### src/core/rtc_pkg.sv
package rtc_pkg;

    // Register addresses as printed; registers sit two bytes apart, so every other one is not a multiple of four
    localparam logic [31:0] RTC_OFS_SUB_SECOND = 32'hfffffec0;
    localparam logic [31:0] RTC_OFS_SECONDS = 32'hfffffec2;
    localparam logic [31:0] RTC_OFS_MINUTES = 32'hfffffec4;
    localparam logic [31:0] RTC_OFS_HOURS = 32'hfffffec6;
    localparam logic [31:0] RTC_OFS_WEEKDAY = 32'hfffffec8;
    localparam logic [31:0] RTC_OFS_DATE = 32'hfffffeca;
    localparam logic [31:0] RTC_OFS_MONTH = 32'hfffffecc;
    localparam logic [31:0] RTC_OFS_YEAR = 32'hfffffece;
    localparam logic [31:0] RTC_OFS_SECONDS_ALARM = 32'hfffffed0;
    localparam logic [31:0] RTC_OFS_MINUTES_ALARM = 32'hfffffed2;
    localparam logic [31:0] RTC_OFS_HOURS_ALARM = 32'hfffffed4;
    localparam logic [31:0] RTC_OFS_WEEKDAY_ALARM = 32'hfffffed6;
    localparam logic [31:0] RTC_OFS_DATE_ALARM = 32'hfffffed8;
    localparam logic [31:0] RTC_OFS_MONTH_ALARM = 32'hfffffeda;
    localparam logic [31:0] RTC_OFS_CONTROL_FIRST = 32'hfffffedc;
    localparam logic [31:0] RTC_OFS_CONTROL_SECOND = 32'hfffffede;

    // Internal register indices; counters are 1..7 and alarms 8..13 in the same order
    localparam logic [3:0] RTC_IDX_SUB_SECOND = 4'h0;
    localparam logic [3:0] RTC_IDX_FIRST_COUNT = 4'h1;
    localparam logic [3:0] RTC_IDX_FIRST_ALARM = 4'h8;
    localparam logic [3:0] RTC_IDX_CONTROL_FIRST = 4'he;
    localparam logic [3:0] RTC_IDX_CONTROL_SECOND = 4'hf;

    // Counter slots: seconds, minutes, hours, weekday, date, month, year
    localparam int RTC_NCNT = 7;
    localparam int RTC_NALM = 6;
    localparam int RTC_CNT_SEC = 0;
    localparam int RTC_CNT_WEEKDAY = 3;
    localparam int RTC_CNT_DATE = 4;
    localparam int RTC_CNT_MONTH = 5;
    localparam int RTC_CNT_YEAR = 6;

    // Writable bits of each counter, slot 0 in the low byte
    localparam logic [6:0][7:0] RTC_CNT_MASK = {8'hff, 8'h1f, 8'h3f, 8'h07, 8'h3f, 8'h7f, 8'h7f};
    localparam logic [5:0][7:0] RTC_ALM_MASK = {8'h9f, 8'hbf, 8'h87, 8'hbf, 8'hff, 8'hff};
    localparam int RTC_ALM_ENABLE_BIT = 7;

    // Wrap limits and restart values
    localparam logic [7:0] RTC_SEC_MAX = 8'h59;
    localparam logic [7:0] RTC_MIN_MAX = 8'h59;
    localparam logic [7:0] RTC_HOUR_MAX = 8'h23;
    localparam logic [7:0] RTC_WEEKDAY_MAX = 8'h06;
    localparam logic [7:0] RTC_MONTH_MAX = 8'h12;
    localparam logic [7:0] RTC_YEAR_MAX = 8'h99;
    localparam logic [7:0] RTC_DATE_MAX_LONG = 8'h31;
    localparam logic [7:0] RTC_DATE_MAX_SHORT = 8'h30;
    localparam logic [7:0] RTC_DATE_MAX_FEB = 8'h28;
    localparam logic [7:0] RTC_DATE_MAX_FEB_LEAP = 8'h29;
    localparam logic [7:0] RTC_ZERO_START = 8'h00;
    localparam logic [7:0] RTC_ONE_START = 8'h01;
    localparam logic [7:0] RTC_SEC_HALF = 8'h30;
    localparam logic [3:0] RTC_BCD_NINE = 4'h9;

    // First control register
    localparam logic [7:0] RTC_CONTROL_FIRST_RESET = 8'h00;
    localparam int RTC_CF_BIT = 7;
    localparam int RTC_CIE_BIT = 4;
    localparam int RTC_AIE_BIT = 3;
    localparam int RTC_AF_BIT = 0;

    // Second control register
    localparam logic [7:0] RTC_CONTROL_SECOND_RESET = 8'h09;
    localparam int RTC_START_BIT = 0;
    localparam int RTC_DIV_RESET_BIT = 1;
    localparam int RTC_ADJUST_BIT = 2;
    localparam int RTC_CLK_OUT_EN_BIT = 3;
    localparam int RTC_PERIOD_LSB = 4;
    localparam int RTC_PERIOD_FLAG_BIT = 7;

    // Crystal rate and the 128 Hz rate that steps the sub-second divider
    localparam int RTC_XTAL_HZ = 32768;
    localparam int RTC_DIV_IN_HZ = 128;

    typedef enum logic [2:0] {
        RTC_PERIOD_OFF = 3'h0,
        RTC_PERIOD_256TH = 3'h1,
        RTC_PERIOD_64TH = 3'h2,
        RTC_PERIOD_16TH = 3'h3,
        RTC_PERIOD_QUARTER = 3'h4,
        RTC_PERIOD_HALF = 3'h5,
        RTC_PERIOD_ONE_SEC = 3'h6,
        RTC_PERIOD_TWO_SEC = 3'h7
    } rtc_period_t;

    typedef struct packed {
        logic rd;
        logic wr;
        logic [31:0] addr;
        logic [7:0] wdata;
    } rtc_bus_req_t;

    typedef struct packed {
        logic alarm;
        logic periodic;
        logic carry;
    } rtc_irq_t;

endpackage

### src/core/rtc_bcd_inc.sv
`timescale 1ns/100ps
module rtc_bcd_inc
    import rtc_pkg::*;
(
    input wire logic [7:0] value,
    input wire logic [7:0] limit,
    input wire logic [7:0] floor_val,
    input wire logic step,
    output logic [7:0] next,
    output logic carry
);

    logic at_limit;

    assign at_limit = (value == limit);
    assign carry = step & at_limit;

    always_comb begin
        next = value;
        if (step) begin
            if (at_limit) begin
                next = floor_val;
            end else if (value[3:0] == RTC_BCD_NINE) begin
                next = {value[7:4] + 4'h1, 4'h0};
            end else begin
                next = {value[7:4], value[3:0] + 4'h1};
            end
        end
    end

endmodule // rtc_bcd_inc

### src/core/rtc_core.sv
// Contract
// - Read-only sub-second register shows 64 Hz..1 Hz stages in bits 0-6, bit 7 zero.
// - Writing reset or adjust bit as one clears the sub-second divider.
// - Resets leave the divider and all time and calendar counters untouched.
// - BCD seconds 00-59 step on divider carry, tens in bits 6:4.
// - BCD minutes 00-59 step on each seconds carry.
// - BCD hours 00-23 step on each minutes carry, upper two bits zero.
// - BCD date 01-31 steps on each day carry from hours.
// - Three-bit weekday 0-6 steps on each day carry.
// - Weekday code: Sunday 0 through Saturday 6.
// - BCD month steps on month carry from date, tens in bit 4.
// - Date rolls at a month and leap dependent limit; software writes valid dates.
// - End of February follows leap state with no software help.
// - All counting is timed from the 32.768 kHz crystal, not the bus clock.
// - Periodic interrupt selectable from 1/256 s up to 2 s.
// - Alarm interrupt from comparing counters with alarm registers.
// - Carry interrupt flags a counter carry during software reads.
// - Clock output can be driven onto the shared timer clock pin.
// - Reset loads control registers 0x00 and 0x09, and only alarm enable bits.
// - Time and calendar read in BCD, sub-second divider in binary.
// - BCD year 00-99 steps on each month carry.
// - Leap year when year value divides by four.
// - Alarm fires when every enabled alarm field matches its counter.
// - Carry flag sets on each divider count; software rereads when set.
//
// Our own choice: the address-and-strobe port.
`timescale 1ns/100ps
module rtc_core
    import rtc_pkg::*;
#(
    parameter int PRESCALE_W = 8
)
(
    input wire logic mclk,
    input wire logic rstn,
    input wire rtc_bus_req_t bus_req,
    output logic [7:0] bus_rdata,
    input wire logic crystal_input_pin,
    output logic crystal_output_pin,
    input wire logic shared_timer_clock_pin_i,
    output logic shared_timer_clock_pin_o,
    output logic shared_timer_clock_pin_oe,
    output rtc_irq_t irq
);

    // The prescaler must bring the crystal down to the 128 Hz divider rate
    if ((PRESCALE_W < 2) || ((1 << PRESCALE_W) != (RTC_XTAL_HZ / RTC_DIV_IN_HZ))) begin : g_bad_prescale
        $error("PRESCALE_W does not divide the crystal to 128 Hz");
    end

    typedef struct packed {
        logic x_s1;
        logic x_s2;
        logic x_s3;
        logic [PRESCALE_W-1:0] pre;
        logic [6:0] div;
        logic [RTC_NCNT-1:0][7:0] cnt;
        logic [RTC_NALM-1:0][7:0] alm;
        logic cf;
        logic cie;
        logic aie;
        logic af;
        logic start;
        logic clk_oe;
        logic pflag;
        rtc_period_t psel;
        logic match;
        logic [7:0] rdata;
    } rtc_state_t;

    rtc_state_t st_q;
    rtc_state_t st_d;

    logic xtal_rise;
    logic tick;
    logic tick256;
    logic tick128;
    logic sec_step;
    logic [4:0] dec;
    logic wr_en;
    logic rd_en;
    logic [3:0] idx;
    logic wr_cr1;
    logic wr_cr2;
    logic div_clr;
    logic adjust;
    logic adj_carry;
    logic leap;
    logic match_now;
    logic alarm_hit;
    logic period_hit;
    logic [RTC_NCNT-1:0] step;
    logic [RTC_NCNT-1:0] carry;
    logic [RTC_NCNT-1:0][7:0] limit;
    logic [RTC_NCNT-1:0][7:0] floor_val;
    logic [RTC_NCNT-1:0][7:0] nxt;

    // Returns {hit, index}; a miss reads as zero and ignores writes
    function automatic logic [4:0] rtc_decode(input logic [31:0] a);
        logic [4:0] r;
        r = 5'h00;
        unique case (a)
            RTC_OFS_SUB_SECOND: r = 5'h10;
            RTC_OFS_SECONDS: r = 5'h11;
            RTC_OFS_MINUTES: r = 5'h12;
            RTC_OFS_HOURS: r = 5'h13;
            RTC_OFS_WEEKDAY: r = 5'h14;
            RTC_OFS_DATE: r = 5'h15;
            RTC_OFS_MONTH: r = 5'h16;
            RTC_OFS_YEAR: r = 5'h17;
            RTC_OFS_SECONDS_ALARM: r = 5'h18;
            RTC_OFS_MINUTES_ALARM: r = 5'h19;
            RTC_OFS_HOURS_ALARM: r = 5'h1a;
            RTC_OFS_WEEKDAY_ALARM: r = 5'h1b;
            RTC_OFS_DATE_ALARM: r = 5'h1c;
            RTC_OFS_MONTH_ALARM: r = 5'h1d;
            RTC_OFS_CONTROL_FIRST: r = 5'h1e;
            RTC_OFS_CONTROL_SECOND: r = 5'h1f;
            default: r = 5'h00;
        endcase
        return r;
    endfunction

    function automatic logic rtc_is_leap(input logic [7:0] y);
        if (y[4]) begin
            return (y[3:0] == 4'h2) || (y[3:0] == 4'h6);
        end
        return (y[3:0] == 4'h0) || (y[3:0] == 4'h4) || (y[3:0] == 4'h8);
    endfunction

    function automatic logic [7:0] rtc_last_day(input logic [7:0] m, input logic lp);
        logic [7:0] r;
        r = RTC_DATE_MAX_LONG;
        unique case (m)
            8'h02: r = lp ? RTC_DATE_MAX_FEB_LEAP : RTC_DATE_MAX_FEB;
            8'h04, 8'h06, 8'h09, 8'h11: r = RTC_DATE_MAX_SHORT;
            default: r = RTC_DATE_MAX_LONG;
        endcase
        return r;
    endfunction

    // crystal level crosses into mclk through two flops, edges taken after
    assign xtal_rise = st_q.x_s2 & ~st_q.x_s3;
    assign tick = st_q.start & xtal_rise;
    assign tick256 = tick & (&st_q.pre[PRESCALE_W-2:0]);
    assign tick128 = tick & (&st_q.pre);
    // divider carry is the one-second step
    assign sec_step = tick128 & (&st_q.div);

    assign dec = rtc_decode(bus_req.addr);
    assign idx = dec[3:0];
    assign wr_en = bus_req.wr & dec[4];
    assign rd_en = bus_req.rd & dec[4];
    assign wr_cr1 = wr_en && (idx == RTC_IDX_CONTROL_FIRST);
    assign wr_cr2 = wr_en && (idx == RTC_IDX_CONTROL_SECOND);
    assign adjust = wr_cr2 & bus_req.wdata[RTC_ADJUST_BIT];
    // reset or adjust clears the divider
    assign div_clr = wr_cr2 & (bus_req.wdata[RTC_DIV_RESET_BIT] | bus_req.wdata[RTC_ADJUST_BIT]);
    // Adjust rounds 30..59 s up to the next minute
    assign adj_carry = adjust & (st_q.cnt[RTC_CNT_SEC] >= RTC_SEC_HALF);
    // leap state taken live from the year counter
    assign leap = rtc_is_leap(st_q.cnt[RTC_CNT_YEAR]);

    assign step[0] = sec_step;
    assign step[1] = carry[0] | adj_carry;
    assign step[2] = carry[1];
    // weekday steps on the day carry
    assign step[3] = carry[2];
    assign step[4] = carry[2];
    assign step[5] = carry[4];
    assign step[6] = carry[5];

    assign limit[0] = RTC_SEC_MAX;
    assign limit[1] = RTC_MIN_MAX;
    assign limit[2] = RTC_HOUR_MAX;
    // Saturday code 6 wraps to Sunday 0
    assign limit[3] = RTC_WEEKDAY_MAX;
    // date limit tracks month and leap
    assign limit[4] = rtc_last_day(st_q.cnt[RTC_CNT_MONTH], leap);
    assign limit[5] = RTC_MONTH_MAX;
    assign limit[6] = RTC_YEAR_MAX;
    assign floor_val[0] = RTC_ZERO_START;
    assign floor_val[1] = RTC_ZERO_START;
    assign floor_val[2] = RTC_ZERO_START;
    assign floor_val[3] = RTC_ZERO_START;
    assign floor_val[4] = RTC_ONE_START;
    assign floor_val[5] = RTC_ONE_START;
    assign floor_val[6] = RTC_ZERO_START;

    // every time and calendar counter steps in BCD
    for (genvar gi = 0; gi < RTC_NCNT; gi++) begin : g_cnt
        rtc_bcd_inc u_inc (
            .value(st_q.cnt[gi]),
            .limit(limit[gi]),
            .floor_val(floor_val[gi]),
            .step(step[gi]),
            .next(nxt[gi]),
            .carry(carry[gi])
        );
    end

    // only enabled fields take part; none enabled never matches
    always_comb begin
        logic any_en;
        logic all_eq;
        any_en = 1'b0;
        all_eq = 1'b1;
        for (int j = 0; j < RTC_NALM; j++) begin
            if (st_q.alm[j][RTC_ALM_ENABLE_BIT]) begin
                any_en = 1'b1;
                if (st_q.alm[j][6:0] != st_q.cnt[j][6:0]) begin
                    all_eq = 1'b0;
                end
            end
        end
        match_now = any_en & all_eq;
    end

    // alarm event on the first cycle of a match
    assign alarm_hit = match_now & ~st_q.match;

    // periodic source picked from the divider chain
    always_comb begin
        period_hit = 1'b0;
        unique case (st_q.psel)
            RTC_PERIOD_OFF: period_hit = 1'b0;
            RTC_PERIOD_256TH: period_hit = tick256;
            RTC_PERIOD_64TH: period_hit = tick128 & st_q.div[0];
            RTC_PERIOD_16TH: period_hit = tick128 & (&st_q.div[2:0]);
            RTC_PERIOD_QUARTER: period_hit = tick128 & (&st_q.div[4:0]);
            RTC_PERIOD_HALF: period_hit = tick128 & (&st_q.div[5:0]);
            RTC_PERIOD_ONE_SEC: period_hit = sec_step;
            RTC_PERIOD_TWO_SEC: period_hit = sec_step & st_q.cnt[RTC_CNT_SEC][0];
        endcase
    end

    always_comb begin
        st_d = st_q;
        st_d.x_s1 = crystal_input_pin;
        st_d.x_s2 = st_q.x_s1;
        st_d.x_s3 = st_q.x_s2;

        if (tick) begin
            st_d.pre = st_q.pre + 1'b1;
        end
        // binary divider, 128 Hz input makes bit 0 the 64 Hz stage
        if (tick128) begin
            st_d.div = st_q.div + 7'h01;
        end
        // clear wins over a count in the same cycle
        if (div_clr) begin
            st_d.pre = '0;
            st_d.div = '0;
        end

        for (int i = 0; i < RTC_NCNT; i++) begin
            st_d.cnt[i] = nxt[i];
        end
        if (adjust) begin
            st_d.cnt[RTC_CNT_SEC] = RTC_ZERO_START;
        end

        // software write overrides a step; counting is expected stopped
        for (int i = 0; i < RTC_NCNT; i++) begin
            if (wr_en && (idx == RTC_IDX_FIRST_COUNT + 4'(i))) begin
                // stray bits masked, range left to software
                st_d.cnt[i] = bus_req.wdata & RTC_CNT_MASK[i];
            end
        end
        for (int j = 0; j < RTC_NALM; j++) begin
            if (wr_en && (idx == RTC_IDX_FIRST_ALARM + 4'(j))) begin
                st_d.alm[j] = bus_req.wdata & RTC_ALM_MASK[j];
            end
        end

        if (wr_cr1) begin
            st_d.cf = bus_req.wdata[RTC_CF_BIT];
            st_d.cie = bus_req.wdata[RTC_CIE_BIT];
            st_d.aie = bus_req.wdata[RTC_AIE_BIT];
            if (!bus_req.wdata[RTC_AF_BIT]) begin
                st_d.af = 1'b0;
            end
        end
        if (wr_cr2) begin
            st_d.start = bus_req.wdata[RTC_START_BIT];
            st_d.clk_oe = bus_req.wdata[RTC_CLK_OUT_EN_BIT];
            st_d.psel = rtc_period_t'(bus_req.wdata[RTC_PERIOD_LSB +: 3]);
            if (!bus_req.wdata[RTC_PERIOD_FLAG_BIT]) begin
                st_d.pflag = 1'b0;
            end
        end

        // Hardware sets after the software clear so a same-cycle event survives
        // carry flag on each divider count
        if (tick128) begin
            st_d.cf = 1'b1;
        end
        if (alarm_hit) begin
            st_d.af = 1'b1;
        end
        if (period_hit) begin
            st_d.pflag = 1'b1;
        end
        st_d.match = match_now;

        // Read data lives for one cycle only
        st_d.rdata = 8'h00;
        if (rd_en) begin
            unique case (idx)
                RTC_IDX_SUB_SECOND: st_d.rdata = {1'b0, st_q.div};
                4'h1, 4'h2, 4'h3, 4'h4, 4'h5, 4'h6, 4'h7: st_d.rdata = st_q.cnt[idx - 4'h1];
                4'h8, 4'h9, 4'ha, 4'hb, 4'hc, 4'hd: st_d.rdata = st_q.alm[idx - 4'h8];
                RTC_IDX_CONTROL_FIRST: st_d.rdata = {st_q.cf, 2'b00, st_q.cie, st_q.aie, 2'b00, st_q.af};
                RTC_IDX_CONTROL_SECOND: st_d.rdata = {st_q.pflag, st_q.psel, st_q.clk_oe, 2'b00, st_q.start};
            endcase
        end
    end

    // divider, counters and alarm values carry no reset
    always_ff @(posedge mclk or negedge rstn) begin
        if (!rstn) begin
            st_q.x_s1 <= 1'b0;
            st_q.x_s2 <= 1'b0;
            st_q.x_s3 <= 1'b0;
            st_q.cf <= RTC_CONTROL_FIRST_RESET[RTC_CF_BIT];
            st_q.cie <= RTC_CONTROL_FIRST_RESET[RTC_CIE_BIT];
            st_q.aie <= RTC_CONTROL_FIRST_RESET[RTC_AIE_BIT];
            st_q.af <= RTC_CONTROL_FIRST_RESET[RTC_AF_BIT];
            st_q.start <= RTC_CONTROL_SECOND_RESET[RTC_START_BIT];
            st_q.clk_oe <= RTC_CONTROL_SECOND_RESET[RTC_CLK_OUT_EN_BIT];
            st_q.pflag <= RTC_CONTROL_SECOND_RESET[RTC_PERIOD_FLAG_BIT];
            st_q.psel <= rtc_period_t'(RTC_CONTROL_SECOND_RESET[RTC_PERIOD_LSB +: 3]);
            // only the alarm enable bits are cleared
            for (int j = 0; j < RTC_NALM; j++) begin
                st_q.alm[j][RTC_ALM_ENABLE_BIT] <= 1'b0;
            end
            st_q.match <= 1'b0;
            st_q.rdata <= 8'h00;
        end else begin
            st_q <= st_d;
        end
    end

    assign bus_rdata = st_q.rdata;
    assign irq.carry = st_q.cf & st_q.cie;
    assign irq.alarm = st_q.af & st_q.aie;
    assign irq.periodic = st_q.pflag & (st_q.psel != RTC_PERIOD_OFF);

    // Oscillator feedback stands in for the analog amplifier
    assign crystal_output_pin = ~st_q.x_s2;
    // crystal clock onto the shared pin; timer unit samples its input side
    assign shared_timer_clock_pin_o = st_q.x_s2;
    assign shared_timer_clock_pin_oe = st_q.clk_oe;

endmodule // rtc_core

### config.mk
export PLATFORM = sky130hd
export DESIGN_NAME = rtc_core
export DESIGN_NICKNAME = d
export VERILOG_FILES = /design/src/core/rtc_pkg.sv /design/src/core/rtc_bcd_inc.sv /design/src/core/rtc_core.sv
export SDC_FILE = /design/constraint.sdc
export NUM_CORES = 1
export LEC_CHECK = 0
export BUFFER_PORTS_ARGS = -buffer_cell sky130_fd_sc_hd__clkbuf_2
export CAP_MARGIN = 20
export CELL_PAD_IN_SITES_DETAIL_PLACEMENT = 1
export CELL_PAD_IN_SITES_GLOBAL_PLACEMENT = 2
export CORE_ASPECT_RATIO = 1.2
export CORE_MARGIN = 4
export CORE_UTILIZATION = 30
export CTS_CLUSTER_SIZE = 14
export DETAILED_ROUTE_END_ITERATION = 10
export PLACE_DENSITY = 0.65
export SLEW_MARGIN = 30
export SYNTH_ARGS = -nofsm -noshare
export SYNTH_HDL_FRONTEND = slang
export SYNTH_HIERARCHICAL = 1
export SYNTH_SLANG_ARGS = --single-unit
### constraint.sdc
create_clock -name mclk -period 6.2 [get_ports mclk]
set_clock_uncertainty 0.2 [all_clocks]
set_input_delay 0.93 -clock mclk [delete_from_list [all_inputs] [get_ports mclk]]
set_output_delay 0.93 -clock mclk [all_outputs]
set_load 0.01 [all_outputs]
Word-level counts from Yosys, hierarchy flattened --
Index checks and enable logic that the tools add are counted.
Storage, ports and cells: register bits after elaboration 133, word-level logic and storage cells 304, input bits 46
Cells by class: equal/unequal tests 69, multiplexer cells 69, magnitude comparators 3, add/subtract/negate cells 18, reduce and logical (&&, ||, !) cells 69, bitwise gates (word level) 30
Operator list (number):
- equality test 32 bit, second input constant | 16
- 2-to-1 mux 8 bit | 26
- case mux 5 bit (16 select lines) | 1
- equality test 4 bit, second input constant | 16
- adder 4 x 1 -> 4 bit, second input constant | 14
- binary-select mux 8 bit (select 3 bit) | 2
- case mux 8 bit (5 select lines) | 1
- AND reduction 2 bit | 15
- 2-to-1 mux 7 bit | 4
- 2-to-1 mux 1 bit | 27
- bitwise AND 1 bit | 25
- equality test 4 x 3 -> 1 bit, second input constant | 6
- equality test 8 x 3 -> 1 bit, second input constant | 3
- AND reduction 3 bit | 7
- nonzero test 3 bit | 7
- nonzero test 2 bit | 9
- equality test 8 x 5 -> 1 bit, second input constant | 2
- equality test 8 x 7 -> 1 bit, second input constant | 2
- logical AND 1 bit | 15
- inequality test 6 x 7 -> 1 bit | 2
- inequality test 7 bit | 2
- AND reduction 7 bit | 2
- equality test 3 bit, second input constant | 4
- equality test 4 x 2 -> 1 bit, second input constant | 3
- 36 further kinds | 47

Depth between registers and ports, before layout --
word-level depth 17, depth in mapped cells 23

Hierarchy --
Netlist, hierarchy kept.
By module, submodules not included:
- rtc_core | cells an instance 606, area an instance 7267.0 µm², sequential area each 3856.2 µm², instances 1
- rtc_bcd_inc | cells an instance 71, area an instance 519.2 µm², sequential area each 0.0 µm², instances 7

Worst setup path after synthesis --
No wires, ideal clock.
path kind input-to-reg, start point input bus_req[13] (netlist bit), end point register st_q[118] (netlist bit), data pin, path buffers 4, stages 20, setup time 0.260 ns, arrival time 5.010 ns, slack 0.730 ns, cell sequence and4bb_2 nor3b_4 nand3_1 inv_1 ha_1 clkbuf_1 clkbuf_1 a41o_1 inv_1 nor2_1 inv_1 nor2_1 inv_1 nor2_1 inv_1 nor2_1 clkbuf_1 clkbuf_1 o221ai_1 mux2_2
RTL lines:
- from (decl) | line rtc_core.sv:36 | input wire rtc_bus_req_t bus_req,
- to (signal assigned) | line rtc_core.sv:340 | st_q <= st_d;
- to (decl) | line rtc_core.sv:71 | rtc_state_t st_q;

==> run summary <==
CP arrival: 4.94 ns
Startpoint type of the worst setup path: flop
Die Area: 39,400 um2
WHS: 0.148 ns
Unrepaired setup endpoints after global routing: false
Max clock buf depth: 2
Hold EP: shared_timer_clock_pin_o
Final Hold Vio Count: 0
Rows: 76
CP Cell Sequence: nand4b_1, nor3_1, nand3_1, buf_4, nor2_1, inv_1, nor2_1, a41o_1, inv_1, nor2_1, inv_1, nor2_2, inv_1, nor2_1, inv_1, nor2_1, buf_4, o32ai_1, a211o_1, mux2_2
Syn Inst Count: 1,101
Remaining Overflow, GRT: 0
Hold Crit Depth: 0
Tmin final: 4.95 ns
Req. time, crit path: 6.19 ns
Lkg Pwr: 4.89 nW
Max_slew headroom: 36.3%
Initial drt markers: 539
Syn avg cell area: 9.89 um2
# Max-Cap Violations: 0
DP Cell Count: 1,693
Synth Cell Area: 10,900 um2
Worst setup startpoint: st_q[14]
Largest net degree at the start of global routing: 47
Non-Filler Instances: 1,726
Fin nets: 1,308
Area growth, synth to finish: 15.2%
Slowest stage cell, crit path: dfstp_2
Slowest Stage Delay on Critical Path: 0.60 ns
Most common cell after layout, fill and taps aside: nand2_1
Max Freq: 0.202 GHz
Sink Count: 133
R2R Setup Slk: 1.25 ns
Fin crit share: 79.9%
Core area: 35,800 um2
CTS tree: built
Power Total: 2.29 mW
Routed wire per std cell: 20.8 um
Final GP Congestion: 0.869
Number of post-CTS setup repair buffers: 0
Hold Path Origin: st_d[139]
Cell Pwr Density: 182 nW/um2
Via/cell ratio: 5.20
Global-route wire length before repair: 56.5 mm
PnR worst setup slack: 1.25 ns
Dpl cell area: 11,900 um2
Crit end category: flop
Num CTS Buffers: 17
Final setup TNS: 0 ns
Reg clk slew, reported paths: 0.06 ns
Crit Path Max Fanout: 21
Critical path class: flop to flop
Hold_buf cts: 0
Slew Viols, Final: 0
WP buf/inv: 7
CP delay by family, top: simple AND/OR/NAND/NOR gates
Reg2Reg Launch Point: st_q[14]
# setup viols final: 0
PortBufs: 58
DP HPWL: 25.9 mm
Reg2reg path depth: 20
Clock tree root driver cell: clkbuf_16
Share of layout cells above drive strength 1: 19.0%
Fin area: 12,600 um2
Die Ht: 217 um
Number of top-level pins: 60
Vias in the first global route: 9,450
Via count: 8,969
TritonRoute pass-1 iters: 5
Maximum vdd ir drop: 0.000171 V
Fin util: 35.0%
H-tree depth: 4
Die X: 182 um
Cts repair resizes: 0
Run status: complete, no violations
GR Util All Layers: 18.4%
Worst-Skew Late Latency: 0.44 ns
Setup Slack @ Placement: 0.881 ns
R2r endpoint: st_q[122]
Routed WL: 35.9 mm
Routed Antenna Nets: 0
HP Class: flop to flop
Initial antenna violation count: 0
DRC Markers: 0
Worst-margin pin slew: 0.951 ns
Commonest non-fill, non-tap cells in the layout: nand2_1 (121), conb_1 (109), edfxtp_1 (105), nor2_1 (73), inv_1 (66)
Starting Density: 30.4%
YS warnings: 6
==> layer usage <==
layer / part of all wire (%) / vias to the layer above / track usage [%]
met3: 1.9 / 28 / 2.12
met1: 45 / 4512 / 24.0
met2: 51 / 103 / 32.8
li1: - / 4326 / -
met5: 0 / - / 0
met4: 1.5 / 0 / 4.33
==> worst max path at each step <==
| stage | endpoint | depth (start not counted) | slack, ns |
|---|---|---|---|
| global placement | st_q[122] | 20 | 0.93 |
| CTS | st_q[122] | 20 | 1.16 |
| global route | st_q[122] | 20 | 0.79 |
| floorplan | st_q[118] | 20 | 0.73 |
| finish | st_q[122] | 20 | 1.25 |
| detailed placement | st_q[122] | 20 | 0.88 |
==> cell type report <==
class	count	area, um2
fill	4098	23300
multi-input combinational	948	6810
sequential	133	3860
tap	468	586
clock buffer	18	439
timing repair buffer	77	435
inverter	67	251
clock inverter	14	178
antenna	1	2.50
==> worst register-to-register path, delay by kind of cell, from the launching register on <==
family / cells / cell delay [ns]
and+or+nand+nor: 9 / 1.91
muxes: 1 / 0.26
buffers and inverters: 7 / 1.14
AOI/OAI and AO/OA: 3 / 0.59
DFF: 1 / 0.60
==> registers in the layout, summed over array words and instances, names as in the netlist <==
name,count
bus_rdata,8
shared_timer_clock_pin_oe,1
st_q,122
st_d,1
shared_timer_clock_pin_o,1
==> where the power goes <==
| group | total, mW | internal, mW | leakage (nW) | switching, mW |
|---|---|---|---|---|
| clock | 1.09 | 0.647 | 0.289 | 0.440 |
| sequential | 1.01 | 0.979 | 1.25 | 0.0302 |
| combinational | 0.191 | 0.0771 | 3.36 | 0.114 |
Power figures use the tool's default switching activity.
